$ cat config.mk
export PLATFORM = sky130hd
export DESIGN_NAME = safety_input_monitor
export DESIGN_NICKNAME = d
export VERILOG_FILES = /design/src/design/sim_pkg.sv /design/src/design/safety_input_monitor.sv
export VERILOG_INCLUDE_DIRS = /design/src /design/src/design
export SDC_FILE = /design/constraint.sdc
export NUM_CORES = 1
export LEC_CHECK = 0
export ABC_AREA = 1
export BUFFER_PORTS_ARGS = -buffer_cell sky130_fd_sc_hd__clkbuf_2
export CAP_MARGIN = 30
export CORE_MARGIN = 2
export CORE_UTILIZATION = 60
export DETAILED_ROUTE_END_ITERATION = 10
export PLACE_DENSITY = 0.85
export SYNTH_ARGS = -nofsm -noshare
export SYNTH_HDL_FRONTEND = slang
export SYNTH_SLANG_ARGS = --single-unit
export TNS_END_PERCENT = 50
$ cat constraint.sdc
create_clock -name SYS_CLK_I -period 3.9 [get_ports SYS_CLK_I]
set_input_delay 0.39 -clock SYS_CLK_I [delete_from_list [all_inputs] [get_ports SYS_CLK_I]]
set_output_delay 0.39 -clock SYS_CLK_I [all_outputs]
set_load 0.01 [all_outputs]
$ cat src/design/sim_regs.svh
// Register offsets, field positions, reset values and timing counts of the input monitor
`ifndef SIM_REGS_SVH
`define SIM_REGS_SVH
`define SIM_CLK_HZ 20000000
`define SIM_TICK_S 1
`define SIM_TICK_W 25
`define SIM_PIN_W 14
`define SIM_PIN_SINGLE 0
`define SIM_PIN_STATIC 1
`define SIM_PIN_DEP_A 2
`define SIM_PIN_DEP_B 3
`define SIM_PIN_IND_A 4
`define SIM_PIN_IND_B 5
`define SIM_PIN_SEL_LO 6
`define SIM_SEL_W 8
`define SIM_POS_MIN 4'h2
`define SIM_POS_MAX 4'h8
`define SIM_ADR_CONFIG 4'h0
`define SIM_ADR_STATUS 4'h4
`define SIM_ADR_IRQ_ST 4'h8
`define SIM_ADR_IRQ_MASK 4'hc
`define SIM_CFG_DEP_NONC 0
`define SIM_CFG_IND_NONC 1
`define SIM_CFG_POS_LO 4
`define SIM_CFG_POS_HI 7
`define SIM_CFG_LIM_LO 8
`define SIM_CFG_LIM_HI 15
`define SIM_CFG_RESET 32'h0000_0380
`define SIM_CFG_MASK 32'h0000_fff3
`define SIM_IRQ_W 4
`define SIM_MASK_RESET 4'h0
`endif

$ cat src/design/sim_pkg.sv
// Types shared by the input monitor and its users
package sim_pkg;
  // Bit order matches the status register, bit 0 first from the right
  typedef struct packed {
    logic [3:0] sel_code;
    logic sel_err;
    logic ind_err;
    logic ind_out;
    logic dep_err;
    logic dep_out;
    logic static_out;
    logic single_err;
    logic single_out;
  } mon_status_t;
  typedef enum logic [1:0] {DEP_AGREE, DEP_TIMING, DEP_LOCKED} dep_state_t;
endpackage

$ cat src/design/safety_input_monitor.sv
// Input monitors for contacts, static signals, contact pairs and a mode selector
//
// Implementation choices: register access over Wishbone and the register addresses.
`timescale 1ns/1ps
`include "sim_regs.svh"

module safety_input_monitor #(
  parameter int TICK_CYCLES = `SIM_CLK_HZ * `SIM_TICK_S // Cycles per second tick
) (
  input wire logic SYS_CLK_I, // Module clock, 20 MHz
  input wire logic RESET_N_I, // Asynchronous reset, active low
  input wire logic [`SIM_PIN_W-1:0] PIN_I, // Contact and selector pins, high = closed
  input wire logic [`SIM_PIN_W-1:0] FAULT_I, // Electrical fault report per pin
  input wire logic WB_CYC_I, // Wishbone cycle
  input wire logic WB_STB_I, // Wishbone strobe
  input wire logic WB_WE_I, // Wishbone write enable
  input wire logic [3:0] WB_SEL_I, // Wishbone byte selects
  input wire logic [3:0] WB_ADR_I, // Wishbone byte address
  input wire logic [31:0] WB_DAT_I, // Wishbone write data
  output logic [31:0] WB_DAT_O, // Wishbone read data
  output logic WB_ACK_O, // Wishbone acknowledge
  output sim_pkg::mon_status_t MON_O, // Monitor outputs
  output logic IRQ_O // Interrupt, high while an unmasked event is pending
);
  import sim_pkg::*;

  // ==========================================================
  // Functions
  function automatic logic [3:0] pos_clamp(input logic [3:0] n);
    if (n < `SIM_POS_MIN) begin
      pos_clamp = `SIM_POS_MIN;
    end else if (n > `SIM_POS_MAX) begin
      pos_clamp = `SIM_POS_MAX;
    end else begin
      pos_clamp = n;
    end
  endfunction

  function automatic logic [7:0] pos_mask(input logic [3:0] n);
    logic [7:0] m;
    m = 8'h00;
    for (int i = 0; i < `SIM_SEL_W; i++) begin
      if (i < int'(n)) begin
        m[i] = 1'b1;
      end
    end
    pos_mask = m;
  endfunction

  function automatic logic [3:0] pos_code(input logic [7:0] v);
    logic [3:0] c;
    c = 4'h0;
    for (int i = 0; i < `SIM_SEL_W; i++) begin
      if (v[i]) begin
        c = 4'(i + 1);
      end
    end
    pos_code = c;
  endfunction

  // ==========================================================
  // Input synchronisers
  logic [`SIM_PIN_W-1:0] s1_reg;
  logic [`SIM_PIN_W-1:0] s2_reg;
  logic [`SIM_PIN_W-1:0] s3_reg;
  logic [`SIM_PIN_W-1:0] flt_reg;

  genvar g;
  generate
    for (g = 0; g < `SIM_PIN_W; g++) begin : g_sync
      always_ff @(posedge SYS_CLK_I or negedge RESET_N_I) begin
        if (!RESET_N_I) begin
          s1_reg[g] <= 1'b0;
          s2_reg[g] <= 1'b0;
          s3_reg[g] <= 1'b0;
          flt_reg[g] <= 1'b0;
        end else begin
          s1_reg[g] <= PIN_I[g];
          s2_reg[g] <= s1_reg[g];
          s3_reg[g] <= s2_reg[g];
          if (s2_reg[g] == s3_reg[g]) begin
            flt_reg[g] <= s3_reg[g];
          end
        end
      end
    end
  endgenerate

  // ==========================================================
  // Configuration
  logic [31:0] cfg_reg;
  logic dep_nonc;
  logic ind_nonc;
  logic [3:0] pos_cnt;
  logic [7:0] sim_limit;

  assign dep_nonc = cfg_reg[`SIM_CFG_DEP_NONC];
  assign ind_nonc = cfg_reg[`SIM_CFG_IND_NONC];
  assign pos_cnt = pos_clamp(cfg_reg[`SIM_CFG_POS_HI:`SIM_CFG_POS_LO]);
  assign sim_limit = cfg_reg[`SIM_CFG_LIM_HI:`SIM_CFG_LIM_LO];

  // ==========================================================
  // Dependent pair simultaneity timer
  dep_state_t dep_state_reg;
  logic [`SIM_TICK_W-1:0] tick_reg;
  logic [7:0] sec_reg;
  logic dep_a;
  logic dep_b;

  assign dep_a = flt_reg[`SIM_PIN_DEP_A];
  assign dep_b = flt_reg[`SIM_PIN_DEP_B] ^ dep_nonc;

  always_ff @(posedge SYS_CLK_I or negedge RESET_N_I) begin
    if (!RESET_N_I) begin
      dep_state_reg <= DEP_AGREE;
    end else begin
      case (dep_state_reg)
        DEP_AGREE: begin
          if (dep_a != dep_b) begin
            dep_state_reg <= DEP_TIMING;
          end
        end
        DEP_TIMING: begin
          if (dep_a == dep_b) begin
            dep_state_reg <= DEP_AGREE;
          end else if (sec_reg >= sim_limit) begin
            dep_state_reg <= DEP_LOCKED;
          end
        end
        DEP_LOCKED: begin
          // Held until both contacts are back in the tripped state
          if (!dep_a && !dep_b) begin
            dep_state_reg <= DEP_AGREE;
          end
        end
        default: begin
          dep_state_reg <= DEP_AGREE;
        end
      endcase
    end
  end

  // Prescaler restarts at the first change so whole seconds are counted
  always_ff @(posedge SYS_CLK_I or negedge RESET_N_I) begin
    if (!RESET_N_I) begin
      tick_reg <= '0;
      sec_reg <= 8'h00;
    end else if (dep_state_reg != DEP_TIMING) begin
      tick_reg <= '0;
      sec_reg <= 8'h00;
    end else if (tick_reg == `SIM_TICK_W'(TICK_CYCLES - 1)) begin
      tick_reg <= '0;
      if (sec_reg != 8'hff) begin
        sec_reg <= sec_reg + 8'h01;
      end
    end else begin
      tick_reg <= tick_reg + `SIM_TICK_W'(1);
    end
  end

  // ==========================================================
  // Monitor outputs
  mon_status_t mon_next;
  mon_status_t mon_reg;
  logic [7:0] sel_act;
  logic [7:0] sel_m;
  logic sel_one;
  logic ind_b;

  assign sel_m = pos_mask(pos_cnt);
  assign sel_act = flt_reg[`SIM_PIN_SEL_LO +: `SIM_SEL_W] & sel_m;
  assign sel_one = (sel_act != 8'h00) && ((sel_act & (sel_act - 8'h01)) == 8'h00);
  assign ind_b = flt_reg[`SIM_PIN_IND_B] ^ ind_nonc;

  always_comb begin
    mon_next.single_err = FAULT_I[`SIM_PIN_SINGLE];
    mon_next.single_out = flt_reg[`SIM_PIN_SINGLE] & ~FAULT_I[`SIM_PIN_SINGLE];
    mon_next.static_out = flt_reg[`SIM_PIN_STATIC];
    mon_next.dep_err = (dep_state_reg == DEP_LOCKED)
      | FAULT_I[`SIM_PIN_DEP_A] | FAULT_I[`SIM_PIN_DEP_B];
    mon_next.dep_out = dep_a & dep_b & ~mon_next.dep_err;
    mon_next.ind_err = FAULT_I[`SIM_PIN_IND_A] | FAULT_I[`SIM_PIN_IND_B];
    mon_next.ind_out = flt_reg[`SIM_PIN_IND_A] & ind_b & ~mon_next.ind_err;
    mon_next.sel_err = ~sel_one
      | (|(FAULT_I[`SIM_PIN_SEL_LO +: `SIM_SEL_W] & sel_m));
    mon_next.sel_code = mon_next.sel_err ? 4'h0 : pos_code(sel_act);
  end

  always_ff @(posedge SYS_CLK_I or negedge RESET_N_I) begin
    if (!RESET_N_I) begin
      mon_reg <= '0;
    end else begin
      mon_reg <= mon_next;
    end
  end

  assign MON_O = mon_reg;

  // ==========================================================
  // Interrupts
  logic [`SIM_IRQ_W-1:0] err_now;
  logic [`SIM_IRQ_W-1:0] err_new;
  logic [`SIM_IRQ_W-1:0] irq_st_reg;
  logic [`SIM_IRQ_W-1:0] irq_mask_reg;
  logic rd_irq;

  assign err_now = {mon_reg.sel_err, mon_reg.ind_err, mon_reg.dep_err, mon_reg.single_err};
  assign err_new = {mon_next.sel_err, mon_next.ind_err, mon_next.dep_err, mon_next.single_err};

  // Set wins over the clear of a same-cycle read
  always_ff @(posedge SYS_CLK_I or negedge RESET_N_I) begin
    if (!RESET_N_I) begin
      irq_st_reg <= '0;
    end else begin
      irq_st_reg <= (irq_st_reg & ~{`SIM_IRQ_W{rd_irq}}) | (err_new & ~err_now);
    end
  end

  assign IRQ_O = |(irq_st_reg & irq_mask_reg);

  // ==========================================================
  // Wishbone slave
  logic ack_reg;
  logic [31:0] rdat_reg;
  logic req;
  logic [3:0] badr;
  logic [31:0] wmask;

  assign req = WB_CYC_I & WB_STB_I & ~ack_reg;
  assign badr = {WB_ADR_I[3:2], 2'b00};
  assign wmask = {{8{WB_SEL_I[3]}}, {8{WB_SEL_I[2]}}, {8{WB_SEL_I[1]}}, {8{WB_SEL_I[0]}}};
  assign rd_irq = req & ~WB_WE_I & (badr == `SIM_ADR_IRQ_ST);

  always_ff @(posedge SYS_CLK_I or negedge RESET_N_I) begin
    if (!RESET_N_I) begin
      ack_reg <= 1'b0;
    end else begin
      ack_reg <= req;
    end
  end

  always_ff @(posedge SYS_CLK_I or negedge RESET_N_I) begin
    if (!RESET_N_I) begin
      cfg_reg <= `SIM_CFG_RESET;
      irq_mask_reg <= `SIM_MASK_RESET;
    end else if (req && WB_WE_I) begin
      if (badr == `SIM_ADR_CONFIG) begin
        cfg_reg <= ((cfg_reg & ~wmask) | (WB_DAT_I & wmask)) & `SIM_CFG_MASK;
      end
      if (badr == `SIM_ADR_IRQ_MASK && WB_SEL_I[0]) begin
        irq_mask_reg <= WB_DAT_I[`SIM_IRQ_W-1:0];
      end
    end
  end

  always_ff @(posedge SYS_CLK_I or negedge RESET_N_I) begin
    if (!RESET_N_I) begin
      rdat_reg <= 32'h0000_0000;
    end else if (req && !WB_WE_I) begin
      case (badr)
        `SIM_ADR_CONFIG: rdat_reg <= cfg_reg;
        `SIM_ADR_STATUS: rdat_reg <= {20'h0_0000, mon_reg};
        `SIM_ADR_IRQ_ST: rdat_reg <= {28'h000_0000, irq_st_reg};
        `SIM_ADR_IRQ_MASK: rdat_reg <= {28'h000_0000, irq_mask_reg};
        default: rdat_reg <= 32'h0000_0000;
      endcase
    end
  end

  assign WB_ACK_O = ack_reg;
  assign WB_DAT_O = rdat_reg;
endmodule // safety_input_monitor

==> metrics.yaml <==
critical_path:
  start_kind: "flip-flop"
  startpoint: "tick_reg[0]$_DFF_PN0_"
  crit_arrival_ns: 2.47
  critPathMaxFanout: 15
  rr_startpoint: "tick_reg[0]$_DFF_PN0_"
  crit_type: "flip-flop to flip-flop"
  end_kind: "flip-flop"
  required_ns: 4.31
cells_and_area:
  fillCellCount: 726
  largest_register_ffs: 25
  finalNetCount: 857
  finalNonFillerCells: 921
  fin_area_um2: 7460
  syn2layout_area_growth_pct: 19.6
  diodes: 0
  drive_gt1_frac: 0.192
clock_tree:
  cts_root_buf: "clkbuf_8"
  cts_htree_levels: 4
  cts.repair.resized: 0
  tritoncts: "built"
  cts-buffers-inserted: 17
  cts_buffer_depth: 2
  cts_hold_buf: 16
  clk_pin_slew_ns: 0.07
  clock_latency_ns: 0.53
  cts_sinks: 142
  postCtsSetupBuffers: 0
place:
  port-buffer-count: 81
  place_inst: 873
  placed_area_um2: 6740
  gp_congestion: 0.958
  place_hpwl_mm: 9.44
detailed_routing:
  routedWlPerCell_um: 14.4
  viasPerCell: 5.32
  vias: 4896
  wl_mm: 13.3
  dr.first_iter.drc_count: 442
  firstDrtPassIters: 5
  ant_nets: 0
  drc: 0
pwr:
  power.leakage_nw: 3.70
  vdd_drop_max_v: 0.000320
  power_density_nw_per_um2: 521
  finalPower_mw: 3.89
yosys:
  ys_types: 41
  yosys_warnings: 0
  synth_area_leader_cell: "dfrtp_1"
  synth_top_area_share: 0.557
  async_reset_ff_frac: 1.00
  synthFlopType: "dfrtp_1"
  synth_common_cells: "139 x dfrtp_1, 137 x nand2_1, 83 x nor2_1, 75 x inv_1, 29 x nand3_1"
  syn_avg_cell_area_um2: 9.41
  synth-edff-count: 0
  netlist_area_um2: 6240
  synth.area.top_cells: "dfrtp_1 56%, nand2_1 8.2%, nor2_1 5.0%"
  ys_seq_elements: 142
  ys_seq_area_frac: 0.570
  synth.most_common_cell: "dfrtp_1"
  netlist_instances: 663
timing:
  slew_violations: 0
  slew_headroom: 0.445
  max_freq_ghz: 0.487
  fin_crit_sh: 0.527
  rsz0062_at_grt: "false"
  period_needed_ns: 2.05
  finalSetupTns_ns: 0
  setup_violations: 0
  fin_skew_ns: 0.00713
  hold_viol: 0
  worst_pin_slew_ns: 0.830
global_routing:
  grt_usage: 0.254
  antenna_found_initial: 0
  grt_start_max_net_pins: 92
  grt_pass1_wl_mm: 22.3
  grt-ovfl-total: 0
  grt_pass1_vias: 4849
status:
  outcome: "finished, final reports clean"
hold_path:
  hold_class: "input pin to flip-flop"
  hp-start: "WB_STB_I"
job:
  max_cap_violations: 0
floorplan:
  start_util: 0.610
  dieArea_um2: 11200
  io-pin-count: 119
  core_um2: 10200
  die_h_um: 106
  num_rows: 37
  chipWidth_um: 106
[cells in the final DEF (no fill, tap or decap), types with 5 or more instances in the layout]
cell           count
conb_1            16
nor3_1            14
a21oi_1           23
clkbuf_16         16
nand2_1          137
inv_2              5
dlygate4sd3_1     16
nor2_1            83
o22ai_1            6
inv_6              5
or2_2              5
clkbuf_2          80
xor2_1            11
nand3_1           29
nand2_2            5
nand4_1           10
o21ai_2            7
maj3_1            14
inv_1             75
ha_1              12
a31oi_1            9
dfrtp_1          139
o21ai_0           11
[worst paths after layout]
check | cells after the start | end | slack (ns)
max | 10 | sec_reg[4]$_DFFE_PN0P_ | 1.85
min | 3 | WB_ACK_O$_DFF_PN0_ | 0.08
max reg2reg | 10 | sec_reg[4]$_DFFE_PN0P_ | 1.85
min reg2reg | 0 | s2_reg[12]$_DFF_PN0_ | 0.35
max in group asynchronous | 3 | flt_reg[3]$_DFFE_PN0N_ | 2.53
min in group asynchronous | 2 | WB_DAT_O[9]$_DFFE_PN0P_ | 0.48
[cell type report]
| class | count | area, µm² | area share |
|---|---|---|---|
| flip-flops and latches | 142 | 3560 | 0.477 |
| multi-input cells | 432 | 2280 | 0.306 |
| repair buffers | 99 | 587 | 0.0787 |
| well taps | 136 | 170 | 0.0228 |
| clock buffers | 18 | 418 | 0.0560 |
| inverters | 80 | 300 | 0.0403 |
| clock inverters | 14 | 146 | 0.0196 |
[per-stage QoR]
step	utilization	setup slack [ns]	hold slack [ns]
after floorplan	-	2.20	0.0944
after global placement	0.658	1.76	0.332
after detailed placement	0.658	1.73	0.335
after CTS	0.729	1.89	0.0604
after global routing	0.729	1.73	0.0725
final	0.729	1.85	0.0762
[layer usage]
layer,track usage,routed length (µm)
met1,0.336,5710
met2,0.410,6260
met3,0.0503,866
met4,0.115,421
met5,0,0
[logic make-up (layout without fill, tap and decap cells)]
kind of cell,after synthesis,after routing,share of synthesized area
buffers and inverters,104,211,0.0734
flip-flops,142,142,0.570
multiplexers,3,3,0.00541
XOR/XNOR,15,15,0.0211
adder cells (fa/ha/maj),26,26,0.0465
AND/OR/NAND/NOR,302,302,0.213
other,1,16,0.000601
AO/OA/AOI/OAI,70,70,0.0696
[worst max-delay path, cell delays in order (launching register included)]
cell     delay (ns)
dfrtp_1        0.44
ha_1           0.26
nand2_1        0.12
nor2_4         0.17
nand2_2        0.10
nor3_2         0.17
nand2_2        0.15
nand2_4        0.19
nand2_4        0.17
nand2_1        0.11
o21ai_2        0.05
[where the power goes]
part	internal (mW)	total, mW	switching, mW
clock network	0.872	1.54	0.664
registers	1.62	1.73	0.108
logic	0.212	0.627	0.416
Power figures use the tool's default switching activity.
